`config.mk`:
```
export PLATFORM = sky130hd
export DESIGN_NAME = rcd_ctrl
export DESIGN_NICKNAME = d
export VERILOG_FILES = /design/src/core/rcd_pkg.sv /design/src/core/rcd_ctrl.sv /design/src/core/rcd_clk_en.sv
export SDC_FILE = /design/constraint.sdc
export NUM_CORES = 1
export LEC_CHECK = 0
export ABC_AREA = 1
export CORE_MARGIN = 8
export CORE_UTILIZATION = 45
export DETAILED_ROUTE_END_ITERATION = 10
export DONT_BUFFER_PORTS = 1
export PLACE_DENSITY = 0.71
export SYNTH_ARGS = -nofsm -noshare
export SYNTH_HDL_FRONTEND = slang
export SYNTH_SLANG_ARGS = --single-unit
```
`constraint.sdc`:
```
create_clock -name I_CORE_CLK -period 7.75 [get_ports I_CORE_CLK]
set_clock_uncertainty 0.05 [all_clocks]
set_input_delay 0.3875 -clock I_CORE_CLK [delete_from_list [all_inputs] [get_ports I_CORE_CLK]]
set_output_delay 0.3875 -clock I_CORE_CLK [all_outputs]
set_load 0.01 [all_outputs]
```
`src/core/rcd_pkg.sv`:
```
package rcd_pkg;

  // ****************************************
  // register map
  // ****************************************
  localparam logic [11:0] OFS_SYSCTRL   = 12'h000;
  localparam logic [11:0] OFS_OSCCTRL   = 12'h004;
  localparam logic [11:0] OFS_STBYCTRL  = 12'h008;
  localparam logic [11:0] OFS_PLLSEL    = 12'h00c;
  localparam logic [11:0] OFS_PROTECT   = 12'h03c;
  localparam logic [11:0] OFS_CAUSE     = 12'h010;
  localparam logic [11:0] OFS_IRQ_MASK  = 12'h014;

  localparam logic [31:0] SYSCTRL_RST   = 32'h0001_0000;
  localparam logic [31:0] SYSCTRL_MASK  = 32'h0003_1707;
  localparam logic [31:0] OSCCTRL_RST   = 32'h8001_0030;
  localparam logic [31:0] STBYCTRL_RST  = 32'h0000_0003;
  localparam logic [31:0] PLLSEL_RST    = 32'h0000_0000;
  localparam logic [31:0] PROTECT_RST   = 32'h0000_0000;

  // ****************************************
  // field positions
  // ****************************************
  localparam int GEAR_LSB    = 0;
  localparam int PRESC_LSB   = 8;
  localparam int PSRC_SEL_BIT = 12;
  localparam int PLL_ON_BIT  = 2;
  localparam int OSC_SEL_BIT = 17;
  localparam int CAUSE_W     = 5;

  // ****************************************
  // timing
  // ****************************************
  localparam int CLK_PERIOD_NS = 100;
  localparam int POR_REL_NS    = 1_800_000;
  localparam int PIN_REL_NS    = 800_000;
  localparam int POR_REL_CYC   = POR_REL_NS / CLK_PERIOD_NS;
  localparam int PIN_REL_CYC   = PIN_REL_NS / CLK_PERIOD_NS;
  localparam int SHORT_REL_CYC = 30;
  localparam int PIN_MIN_CYC   = 12;
  localparam int CNT_W         = 15;

  // ****************************************
  // types
  // ****************************************
  typedef struct packed {
    logic low_volt;
    logic cpu;
    logic watchdog;
    logic pin;
    logic por;
  } rcd_cause_s;

  typedef enum logic [2:0] {
    ST_POR     = 3'b000,
    ST_HOLD    = 3'b001,
    ST_PIN_REL = 3'b010,
    ST_SHORT   = 3'b011,
    ST_RUN     = 3'b100
  } rcd_state_e;

endpackage : rcd_pkg

```
`src/core/rcd_ctrl.sv`:
```
// How it works
// - internal reset comes from power-on, reset pin, low voltage, watchdog or cpu request.
// - the cause of each reset is latched in a readable cause flag register.
// - internal reset is released about 0.8 ms after the pin returns high.
// - after power-on, internal reset is released about 1.8 ms later.
// - watchdog or cpu request reset is released 30 clocks after it starts.
// - a warm reset returns the control registers to their reset values.
// - debug and flash security state is reset only by a cold reset.
// - after release the chip runs on the internal oscillator, pll and external off.
// - ram contents are not guaranteed after any reset.
// - source select bit 12 picks divided clock at 0, undivided clock at 1.
// - prescaler field 10-8 divides by 1 to 32, codes 110 and 111 reserved.
// - gear field 2-0 gives undivided or divide by 2 to 16, 001-011 reserved.
`timescale 1ns/1ps
module rcd_ctrl #(
  parameter int POR_REL_CYC = rcd_pkg::POR_REL_CYC,
  parameter int PIN_REL_CYC = rcd_pkg::PIN_REL_CYC
) (
  // clock and power-on reset
  input  wire logic        I_CORE_CLK,
  input  wire logic        I_RST_N,
  // reset sources
  input  wire logic        I_RESET_PIN_N,
  input  wire logic        I_LOW_VOLT_DET,
  input  wire logic        I_WATCHDOG_RST,
  input  wire logic        I_CPU_SYSRST_REQ,
  // apb slave
  input  wire logic        I_PSEL,
  input  wire logic        I_PENABLE,
  input  wire logic        I_PWRITE,
  input  wire logic [11:0] I_PADDR,
  input  wire logic [31:0] I_PWDATA,
  output logic             O_PREADY,
  output logic [31:0]      O_PRDATA,
  output logic             O_PSLVERR,
  // reset outputs
  output logic             O_SYS_RST_N,
  output logic             O_COLD_RST_N,
  // clock control
  output logic             O_EXT_OSC_SEL,
  output logic             O_PLL_ON,
  output logic             O_GEAR_CLK_EN,
  output logic             O_PERIPH_CLK_EN,
  output logic             O_PRESC_CLK_EN,
  // interrupt
  output logic             O_IRQ
);

  localparam int CW = rcd_pkg::CNT_W;
  localparam logic [CW-1:0] POR_LAST   = CW'(POR_REL_CYC - 1);
  localparam logic [CW-1:0] PIN_LAST   = CW'(PIN_REL_CYC - 1);
  localparam logic [CW-1:0] SHORT_LAST = CW'(rcd_pkg::SHORT_REL_CYC - 1);
  localparam logic [3:0]    PIN_MIN    = 4'(rcd_pkg::PIN_MIN_CYC);

  // ****************************************
  // reset release
  // ****************************************
  logic [1:0] rst_sync_reg;
  logic       rst_n;

  always_ff @(posedge I_CORE_CLK or negedge I_RST_N) begin
    if (!I_RST_N) begin
      rst_sync_reg <= 2'b00;
    end else begin
      rst_sync_reg <= {rst_sync_reg[0], 1'b1};
    end
  end

  assign rst_n = rst_sync_reg[1];

  // ****************************************
  // reset pin filter
  // ****************************************
  logic [3:0] pin_cnt_reg;
  logic       pin_low_reg;

  // short pin glitches never reach the sequencer
  always_ff @(posedge I_CORE_CLK or negedge rst_n) begin
    if (!rst_n) begin
      pin_cnt_reg <= 4'h0;
      pin_low_reg <= 1'b0;
    end else if (I_RESET_PIN_N) begin
      pin_cnt_reg <= 4'h0;
      pin_low_reg <= 1'b0;
    end else if (pin_cnt_reg != PIN_MIN) begin
      pin_cnt_reg <= pin_cnt_reg + 4'h1;
      pin_low_reg <= (pin_cnt_reg == PIN_MIN - 4'h1);
    end
  end

  // ****************************************
  // reset sequencer
  // ****************************************
  rcd_pkg::rcd_state_e state_reg;
  rcd_pkg::rcd_state_e state_next;
  logic [CW-1:0]       cnt_reg;
  logic [CW-1:0]       cnt_next;
  logic                hold;
  logic                soft_req;
  logic                cold_reg;
  logic                warm;

  assign hold     = pin_low_reg | I_LOW_VOLT_DET;
  assign soft_req = I_WATCHDOG_RST | I_CPU_SYSRST_REQ;
  assign warm     = (state_reg != rcd_pkg::ST_RUN);

  always_comb begin
    state_next = state_reg;
    cnt_next   = cnt_reg + {{(CW-1){1'b0}}, 1'b1};
    unique case (state_reg)
      rcd_pkg::ST_POR: begin
        // pin held low at power-up keeps the cold reset on, then releases after the pin release time instead of the power-on time
        if (hold) begin
          state_next = rcd_pkg::ST_HOLD;
          cnt_next   = '0;
        end else if (cnt_reg == POR_LAST) begin
          state_next = rcd_pkg::ST_RUN;
          cnt_next   = '0;
        end
      end
      rcd_pkg::ST_HOLD: begin
        cnt_next = '0;
        if (!hold) begin
          state_next = rcd_pkg::ST_PIN_REL;
        end
      end
      rcd_pkg::ST_PIN_REL: begin
        if (hold) begin
          state_next = rcd_pkg::ST_HOLD;
          cnt_next   = '0;
        end else if (cnt_reg == PIN_LAST) begin
          state_next = rcd_pkg::ST_RUN;
          cnt_next   = '0;
        end
      end
      rcd_pkg::ST_SHORT: begin
        if (hold) begin
          state_next = rcd_pkg::ST_HOLD;
          cnt_next   = '0;
        end else if (cnt_reg == SHORT_LAST) begin
          state_next = rcd_pkg::ST_RUN;
          cnt_next   = '0;
        end
      end
      rcd_pkg::ST_RUN: begin
        cnt_next = '0;
        if (hold) begin
          state_next = rcd_pkg::ST_HOLD;
        end else if (soft_req) begin
          state_next = rcd_pkg::ST_SHORT;
        end
      end
      default: begin
        state_next = rcd_pkg::ST_POR;
        cnt_next   = '0;
      end
    endcase
  end

  always_ff @(posedge I_CORE_CLK or negedge rst_n) begin
    if (!rst_n) begin
      state_reg <= rcd_pkg::ST_POR;
      cnt_reg   <= '0;
    end else begin
      state_reg <= state_next;
      cnt_reg   <= cnt_next;
    end
  end

  // cold stays set from power-on until the first release only
  always_ff @(posedge I_CORE_CLK or negedge rst_n) begin
    if (!rst_n) begin
      cold_reg     <= 1'b1;
      O_SYS_RST_N  <= 1'b0;
      O_COLD_RST_N <= 1'b0;
    end else begin
      if (state_next == rcd_pkg::ST_RUN) begin
        cold_reg <= 1'b0;
      end
      // no ram scrub on release, contents are whatever survived
      O_SYS_RST_N  <= (state_next == rcd_pkg::ST_RUN);
      O_COLD_RST_N <= !(cold_reg && state_next != rcd_pkg::ST_RUN);
    end
  end

  // ****************************************
  // apb slave
  // ****************************************
  logic        setup;
  logic        wr_fire;
  logic        hit;
  logic [31:0] rd_data;
  logic [31:0] sysctrl_reg;
  logic [31:0] osc_reg;
  logic [31:0] stby_reg;
  logic [31:0] pllsel_reg;
  logic [31:0] protect_reg;
  logic [4:0]  mask_reg;
  rcd_pkg::rcd_cause_s cause_reg;
  rcd_pkg::rcd_cause_s cause_set;
  rcd_pkg::rcd_cause_s cause_next;

  assign setup   = I_PSEL && !I_PENABLE;
  assign wr_fire = I_PSEL && I_PENABLE && O_PREADY && I_PWRITE;

  always_comb begin
    hit     = 1'b1;
    rd_data = 32'h0;
    unique case (I_PADDR)
      rcd_pkg::OFS_SYSCTRL:  rd_data = sysctrl_reg & rcd_pkg::SYSCTRL_MASK;
      rcd_pkg::OFS_OSCCTRL:  rd_data = osc_reg;
      rcd_pkg::OFS_STBYCTRL: rd_data = stby_reg;
      rcd_pkg::OFS_PLLSEL:   rd_data = pllsel_reg;
      rcd_pkg::OFS_PROTECT:  rd_data = protect_reg;
      rcd_pkg::OFS_CAUSE:    rd_data = {27'h0, cause_reg};
      rcd_pkg::OFS_IRQ_MASK: rd_data = {27'h0, mask_reg};
      default:               hit     = 1'b0;
    endcase
  end

  // zero wait states: answer in the first access cycle
  always_ff @(posedge I_CORE_CLK or negedge rst_n) begin
    if (!rst_n) begin
      O_PREADY  <= 1'b0;
      O_PRDATA  <= 32'h0;
      O_PSLVERR <= 1'b0;
    end else begin
      O_PREADY  <= setup;
      O_PRDATA  <= (setup && !I_PWRITE && hit) ? rd_data : 32'h0;
      O_PSLVERR <= setup && !hit;
    end
  end

  // ****************************************
  // control registers
  // ****************************************
  // everything here is a warm-reset register
  always_ff @(posedge I_CORE_CLK or negedge rst_n) begin
    if (!rst_n) begin
      sysctrl_reg <= rcd_pkg::SYSCTRL_RST;
      osc_reg     <= rcd_pkg::OSCCTRL_RST;
      stby_reg    <= rcd_pkg::STBYCTRL_RST;
      pllsel_reg  <= rcd_pkg::PLLSEL_RST;
      protect_reg <= rcd_pkg::PROTECT_RST;
      mask_reg    <= 5'h0;
    end else if (warm) begin
      sysctrl_reg <= rcd_pkg::SYSCTRL_RST;
      osc_reg     <= rcd_pkg::OSCCTRL_RST;
      stby_reg    <= rcd_pkg::STBYCTRL_RST;
      pllsel_reg  <= rcd_pkg::PLLSEL_RST;
      protect_reg <= rcd_pkg::PROTECT_RST;
      mask_reg    <= 5'h0;
    end else if (wr_fire) begin
      unique case (I_PADDR)
        rcd_pkg::OFS_SYSCTRL:  sysctrl_reg <= I_PWDATA & rcd_pkg::SYSCTRL_MASK;
        rcd_pkg::OFS_OSCCTRL:  osc_reg     <= I_PWDATA;
        rcd_pkg::OFS_STBYCTRL: stby_reg    <= I_PWDATA;
        rcd_pkg::OFS_PLLSEL:   pllsel_reg  <= I_PWDATA;
        rcd_pkg::OFS_PROTECT:  protect_reg <= I_PWDATA;
        rcd_pkg::OFS_IRQ_MASK: mask_reg    <= I_PWDATA[4:0];
        default:               mask_reg    <= mask_reg;
      endcase
    end
  end

  always_ff @(posedge I_CORE_CLK or negedge rst_n) begin
    if (!rst_n) begin
      O_EXT_OSC_SEL <= 1'b0;
      O_PLL_ON      <= 1'b0;
    end else begin
      O_EXT_OSC_SEL <= osc_reg[rcd_pkg::OSC_SEL_BIT];
      O_PLL_ON      <= osc_reg[rcd_pkg::PLL_ON_BIT];
    end
  end

  // ****************************************
  // cause flags and interrupt
  // ****************************************
  // flags survive warm resets so software can read the cause afterwards
  always_comb begin
    cause_set     = '0;
    cause_set.pin = pin_low_reg;
    cause_set.low_volt = I_LOW_VOLT_DET;
    cause_set.watchdog = I_WATCHDOG_RST;
    cause_set.cpu = I_CPU_SYSRST_REQ;
    cause_next    = cause_reg;
    if (wr_fire && I_PADDR == rcd_pkg::OFS_CAUSE) begin
      cause_next = cause_reg & ~I_PWDATA[4:0];
    end
    cause_next = cause_next | cause_set;
  end

  always_ff @(posedge I_CORE_CLK or negedge rst_n) begin
    if (!rst_n) begin
      cause_reg <= '{por: 1'b1, default: 1'b0};
      O_IRQ     <= 1'b0;
    end else begin
      cause_reg <= cause_next;
      O_IRQ     <= |(cause_next & mask_reg);
    end
  end

  // ****************************************
  // clock enables
  // ****************************************
  rcd_clk_en rcd_clk_en_inst (
    .clk         (I_CORE_CLK),
    .rst_n       (rst_n),
    .i_gear      (sysctrl_reg[rcd_pkg::GEAR_LSB +: 3]),
    .i_psrc_sel  (sysctrl_reg[rcd_pkg::PSRC_SEL_BIT]),
    .i_presc_sel (sysctrl_reg[rcd_pkg::PRESC_LSB +: 3]),
    .o_gear_en   (O_GEAR_CLK_EN),
    .o_periph_en (O_PERIPH_CLK_EN),
    .o_presc_en  (O_PRESC_CLK_EN)
  );
endmodule : rcd_ctrl

```
`src/core/rcd_clk_en.sv`:
```
`timescale 1ns/1ps
module rcd_clk_en (
  // clock and reset
  input  wire logic       clk,
  input  wire logic       rst_n,
  // settings
  input  wire logic [2:0] i_gear,
  input  wire logic       i_psrc_sel,
  input  wire logic [2:0] i_presc_sel,
  // enables
  output logic            o_gear_en,
  output logic            o_periph_en,
  output logic            o_presc_en
);

  logic [3:0] gcnt_reg;
  logic [2:0] gsh_reg;
  logic       psrc_sel_reg;
  logic [4:0] pcnt_reg;
  logic [2:0] psh_reg;
  logic [2:0] gsh_new;
  logic [2:0] psh_new;
  logic       gwrap;
  logic       periph_tick;
  logic       pwrap;

  // reserved gear codes run undivided, reserved prescaler codes keep the old rate
  always_comb begin
    gsh_new = i_gear[2] ? (i_gear - 3'h3) : 3'h0;
    psh_new = (i_presc_sel > 3'h5) ? psh_reg : i_presc_sel;
  end

  assign gwrap       = (gcnt_reg == ((4'h1 << gsh_reg) - 4'h1));
  assign periph_tick = psrc_sel_reg | gwrap;
  assign pwrap       = periph_tick && (pcnt_reg == ((5'h1 << psh_reg) - 5'h1));

  // new settings load only at a period boundary, so no pulse is cut short
  always_ff @(posedge clk or negedge rst_n) begin
    if (!rst_n) begin
      gcnt_reg  <= 4'h0;
      gsh_reg   <= 3'h0;
      psrc_sel_reg <= 1'b0;
    end else if (gwrap) begin
      gcnt_reg  <= 4'h0;
      gsh_reg   <= gsh_new;
      psrc_sel_reg <= i_psrc_sel;
    end else begin
      gcnt_reg  <= gcnt_reg + 4'h1;
    end
  end

  always_ff @(posedge clk or negedge rst_n) begin
    if (!rst_n) begin
      pcnt_reg <= 5'h0;
      psh_reg  <= 3'h0;
    end else if (pwrap) begin
      pcnt_reg <= 5'h0;
      psh_reg  <= psh_new;
    end else if (periph_tick) begin
      pcnt_reg <= pcnt_reg + 5'h1;
    end
  end

  always_ff @(posedge clk or negedge rst_n) begin
    if (!rst_n) begin
      o_gear_en   <= 1'b0;
      o_periph_en <= 1'b0;
      o_presc_en  <= 1'b0;
    end else begin
      o_gear_en   <= gwrap;
      o_periph_en <= periph_tick;
      o_presc_en  <= pwrap;
    end
  end
endmodule : rcd_clk_en

```
# ---- After elaboration in Yosys (flattened, before gate mapping)
# Cells that the tools add are included.
dict set report op_classes {
  n_addsub 7
  magnitude_cmp 1
  n_eq_ne 20
  shift 2
  muxes 47
  n_bitwise 8
  n_reduce_logical 34
}
# op n
set ops {}
lappend ops {{$mux 32} 13}
lappend ops {{$pmux 32 s7} 1}
lappend ops {{$mux 15} 6}
lappend ops {{$mux 18} 3}
lappend ops {{$pmux 15 s3} 1}
lappend ops {{$mux 3} 10}
lappend ops {{$mux 5} 6}
lappend ops {{$eq 12x4->1 const B} 2}
lappend ops {{$eq 12x5->1 const B} 2}
lappend ops {{$reduce_bool 2->1} 9}
lappend ops {{$add 15x1->15 const B} 1}
lappend ops {{$eq 15x13->1 const B} 1}
lappend ops {{$eq 15x15->1 const B} 1}
lappend ops {{$eq 15x5->1 const B} 1}
lappend ops {{$pmux 3 s5} 1}
lappend ops {{$reduce_and 2->1} 7}
lappend ops {{$eq 12x3->1 const B} 1}
lappend ops {{$eq 12x6->1 const B} 1}
lappend ops {{$logic_not 12->1} 1}
lappend ops {{$mux 4} 3}
lappend ops {{$and 5x5->5} 2}
lappend ops {{$logic_and 1x1->1} 10}
lappend ops {{$add 4x1->4 const B} 2}
lappend ops {{$reduce_or 7->1} 1}
lappend ops {{23 further kinds} 33}
dict set report word_totals {
  ff_bits 240
  input_bits 53
  out_inout_bits 42
  wordCells 152
}

# ---- Longest topological paths before layout
dict set report depth {
  depth_word 8
  ltp_mapped 12
  mapped_depth_nobuf 12
}

# ---- By module
# A second synthesis with hierarchy kept.
dict set report unflattened {
  hier_cells 1242
  area_unflattened_um2 10467.5
}
# module instances cells_per_inst area_per_inst_um2 seq_area_each_um2
set by_module_without_submodules {}
lappend by_module_without_submodules {rcd_ctrl 1 1097 9318.9 5316.3}
lappend by_module_without_submodules {rcd_clk_en 1 145 1148.6 475.5}

# ---- Worst setup path before layout
# Ideal clock, no wire load.
dict set report synth_timing {
  path_type {register to register}
  start {reg rcd_clk_en_inst.gsh_reg[2]}
  end {reg rcd_clk_en_inst.pcnt_reg[2]}
  setup_ns 0.119
  arrival_ns 1.679
  required_time_ns 7.581
  path_slack_ns 5.902
  stages_incl_launch_ff 13
  path_buffers 1
  synth_period_minus_slack_ns 1.848
  cell_sequence {dfrtp_1 inv_1 nand3_1 ha_1 xor2_1 nand2_1 nor2_1 nand2_1 nand2_1 buf_2 nand3_1 nand2_1 nor2_1}
}
dict set report synth_between {
  elab_chain_cells 6
  elab_cells_between_ends 7
  classes_between {add/sub: 1; eq/ne: 1; shift: 1; mux: 1; bitwise: 1; reduce/logical: 2}
}
# item line_no
set synth_rtl {}
lappend synth_rtl {{start, declared} rcd_clk_en.sv:17} ;# logic [2:0] gsh_reg;
lappend synth_rtl {{start signal, assigned} rcd_clk_en.sv:45} ;# gsh_reg <= gsh_new;
lappend synth_rtl {{$shl 1x3->4 (*)} rcd_clk_en.sv:33} ;# assign gwrap = (gcnt_reg == ((4'h1 << gsh_reg) - 4'h1));
lappend synth_rtl {{$sub 4x1->4 (*)} rcd_clk_en.sv:33}
lappend synth_rtl {{$eq 4x4->1 (*)} rcd_clk_en.sv:33}
lappend synth_rtl {{$or 1x1->1 (*)} rcd_clk_en.sv:34} ;# assign periph_tick = psrc_sel_reg | gwrap;
lappend synth_rtl {{via rcd_clk_en_inst.periph_tick} rcd_clk_en.sv:24} ;# logic periph_tick;
lappend synth_rtl {{$logic_and 1x1->1} rcd_clk_en.sv:35} ;# assign pwrap = periph_tick && (pcnt_reg == ((5'h1 << psh_reg) - 5'h1));
lappend synth_rtl {{$mux 5 / $reduce_bool 2->1 (equally long branches)} -}
lappend synth_rtl {{end signal, assigned} rcd_clk_en.sv:60} ;# pcnt_reg <= pcnt_reg + 5'h1;
lappend synth_rtl {{end, declared} rcd_clk_en.sv:19} ;# logic [4:0] pcnt_reg;
# The timed path passes the listed nets; every way through them passes the cells marked *.
# A chain may end at the register's enable or synchronous reset.

# ---- Final worst setup path
dict set report layout_timing {
  start {reg O_PREADY}
  end {reg osc_reg[5]}
}
dict set report layout_between {
  elab_chain_cells 4
}
# item line_no
set layout_rtl {}
lappend layout_rtl {{start, declared} rcd_ctrl.sv:33} ;# output logic O_PREADY,
lappend layout_rtl {{start signal, assigned} rcd_ctrl.sv:228} ;# O_PREADY <= setup;
lappend layout_rtl {{$logic_and 1x1->1 (2 in series)} rcd_ctrl.sv:204} ;# assign wr_fire = I_PSEL && I_PENABLE && O_PREADY && I_PWRITE;
lappend layout_rtl {{$reduce_bool 2->1 (no source line)} -}
lappend layout_rtl {{$reduce_and 2->1 (no source line)} -}
lappend layout_rtl {{end signal, assigned} rcd_ctrl.sv:241} ;# osc_reg <= rcd_pkg::OSCCTRL_RST;
lappend layout_rtl {{end signal, assigned} rcd_ctrl.sv:248} ;# osc_reg <= rcd_pkg::OSCCTRL_RST;
lappend layout_rtl {{end, declared} rcd_ctrl.sv:194} ;# logic [31:0] osc_reg;
# No other way between the ends.

==> impl_metrics.tcl <==
set metrics [dict create \
    worst_slew_pin_slew_ns 1.02 \
    crit_chain "nand3_1 -> nor2_2 -> a21oi_4 -> buf_4 -> inv_2 -> o21ai_0 -> o21ai_0" \
    netlist_area_um2 10400 \
    insertion_delay_ns 0.53 \
    fin_util_pct 50.6 \
    synth_most_common_cell "nand2_1" \
    htreeDepth 1 \
    antenna_found_initial 1 \
    drv_slew 0 \
    required_ns 8.14 \
    multi_input_area_um2 3900 \
    holdWs_ns 0.0129 \
    netlist_instances 1235 \
    startpoint_type "register" \
    post-cts-setup-buffer-count 0 \
    cts_root_buf "clkbuf_16" \
    rows 55 \
    grt_pass1_wl_mm 40.9 \
    synth_common_cells "395 x nand2_1, 222 x dfrtp_1, 157 x o21ai_0, 109 x nor2_1, 105 x inv_1" \
    crit_buf_inv 2 \
    yosys.area.top_type "dfrtp_1" \
    postRouteAntennaNets 0 \
    die_y_um 168 \
    tns_ns 0 \
    layout_setup_ws_ns 5.37 \
    synth_edf_count 0 \
    drc 0 \
    start_util_pct 45.8 \
    port-buffer-count 0 \
    worst_path_most_repeated_cell "o21ai_0" \
    period_share_pct 30.7 \
    synth_cell_types 39 \
    synthTopCellsByArea "dfrtp_1 54%, nand2_1 14%, o21ai_0 7.6%" \
    die_w_um 168 \
    yosys_warnings 0 \
    grt_max_degree 187 \
    critical_path_arrival_ns 2.77 \
    min_path_type "input port to register" \
    avgSynthCellArea_um2 8.40 \
    powerDensity_nw_per_um2 216 \
    gp_congestion 0.926 \
    numCtsBuffers 25 \
    wl_per_cell_um 16.3 \
    status "completed" \
    min_period_ns 2.38 \
    slew_headroom_pct 32.1 \
    n_fill_cell 2095 \
    n_antenna_cell 0 \
    ys_ff_latch 231 \
    area_growth_pct 10.6 \
    cap_violations 0 \
    cts_num_sinks 231 \
    irDropWorstVdd_v 0.000147 \
    dr.first_iter.drc_count 726 \
    hold_viol 0 \
    cts_tree "yes" \
    path_class "register to register" \
    p_leak_nw 5.45 \
    synth_top_area_share_pct 53.6 \
    first_global_vias 7806 \
    rsz0062_at_grt "false" \
    cts_resized 0 \
    yosysSeqAreaShare_pct 55.9 \
    setup_viol 0 \
    core_um2 22600 \
    hold_depth 2 \
    ys.flop_type "dfrtp_1" \
    cp_slowest_cell "nor2_2" \
    fmax_ghz 0.421 \
    via_count 8035 \
    dp.cells 1480 \
    cts.path.max_buffers 3 \
    clkTransAtPathRegs_ns 0.06 \
    nNetsFinal 1296 \
    ff_latch_area_um2 5800 \
    track_usage_pct 17.7 \
    reg2reg_depth 7 \
    cp_num_cells 7 \
    cp-end-kind "register" \
    syn_nets 1296 \
    firstDrtPassIters 5 \
    post-place-ws_ns 4.92 \
    grt_overflow 0 \
    hpwl_mm 16.1 \
    crit_family "simple AND/OR/NAND/NOR gates" \
    max_stage_delay_ns 0.73 \
    crit_fanout 35 \
    via_per_inst 5.22 \
    fp.dieArea_um2 28200 \
    fin_cells 1539 \
    drt-total-wl_mm 25.0 \
    drive_gt1_share_pct 7.02 \
    ios 95 \
    synthArstFlopShare_pct 100 \
]
-- cell families after synthesis --
family	Yosys count	synth area share (%)
simple gates	607	24.2
flops	231	55.9
xor+xnor	15	1.27
fa+ha+maj	8	0.965
other cells	1	0.0362
buf+inv	159	6.64
compound gates	214	11.1
-- per-layer routing --
metal | vias to the layer above | GRT usage [%] | share of wire, %
met5 | - | 0 | 0.052
met4 | 2 | 4.27 | 1.7
met3 | 34 | 4.28 | 6.6
met2 | 194 | 28.5 | 47
met1 | 3860 | 23.8 | 45
li1 | 3945 | - | -
-- final timing paths --
check                                     start                         to  slack [ns]
max in group asynchronous       rst_sync_reg[1]  rcd_clk_en_inst.o_gear_en        5.98
worst min-delay path               I_PWDATA[16]            sysctrl_reg[16]        0.01
worst max-delay path                   O_PREADY                 osc_reg[5]        5.37
min in group asynchronous               I_RST_N            rst_sync_reg[1]        0.04
worst max register to register         O_PREADY                 osc_reg[5]        5.37
worst min register to register  rst_sync_reg[1]             pin_cnt_reg[2]        0.29
-- cells in the final DEF, fill, tap and decap left out, types with 3 or more instances in the layout --
master	netlist	routed
a21oi_1	12	12
a21oi_4	4	5
buf_4	3	7
clkbuf_1	10	6
clkbuf_16	0	25
clkbuf_8	0	5
clkinv_2	0	7
dfrtp_1	222	221
dfstp_2	9	9
dlygate4sd3_1	0	13
ha_1	8	8
inv_1	105	105
inv_2	5	5
nand2_1	395	395
nand2_2	4	4
nand3_1	54	54
nand3_2	3	3
nand4_1	16	16
nor2_1	109	109
nor2_2	5	5
nor3_1	8	8
nor4_1	4	4
o211ai_1	3	3
o21ai_0	157	157
o21ai_1	28	28
o22ai_1	4	4
xnor2_1	5	5
xor2_1	10	10
-- metrics by stage --
| step | power, mW | instance area [um2] |
|---|---|---|
| 2_1_floorplan | 1.32 | 10400 |
| 3_3_place_gp | 1.34 | 10500 |
| 3_5_place_dp | 1.34 | 10500 |
| 4_1_cts | 2.51 | 11500 |
| 5_1_grt | 2.57 | 11500 |
| 6_report | 2.48 | 11500 |
-- cell type report --
class,instances,share of cell area [%]
Inverter,111,3.63
Tap cell,285,3.11
Timing Repair Buffer,21,1.77
Clock inverter,10,0.709
Sequential cell,231,50.5
Multi-Input combinational cell,845,34.0
Clock buffer,36,6.25
-- report_power, final --
group | internal [mW] | switching, mW | total [mW] | leakage, nW
Sequential | 1.22 | 0.0174 | 1.24 | 3.14
Clock | 0.676 | 0.481 | 1.16 | 0.397
Combinational | 0.0271 | 0.0614 | 0.0885 | 1.91
-- repair_timing --
action / CTS / global route
hold buffers: 13 / 0
endpoints found under the hold margin: 15 / 0
endpoints found under the setup margin: 0 / 0
Note: power is estimated with default switching activity, not from simulation.
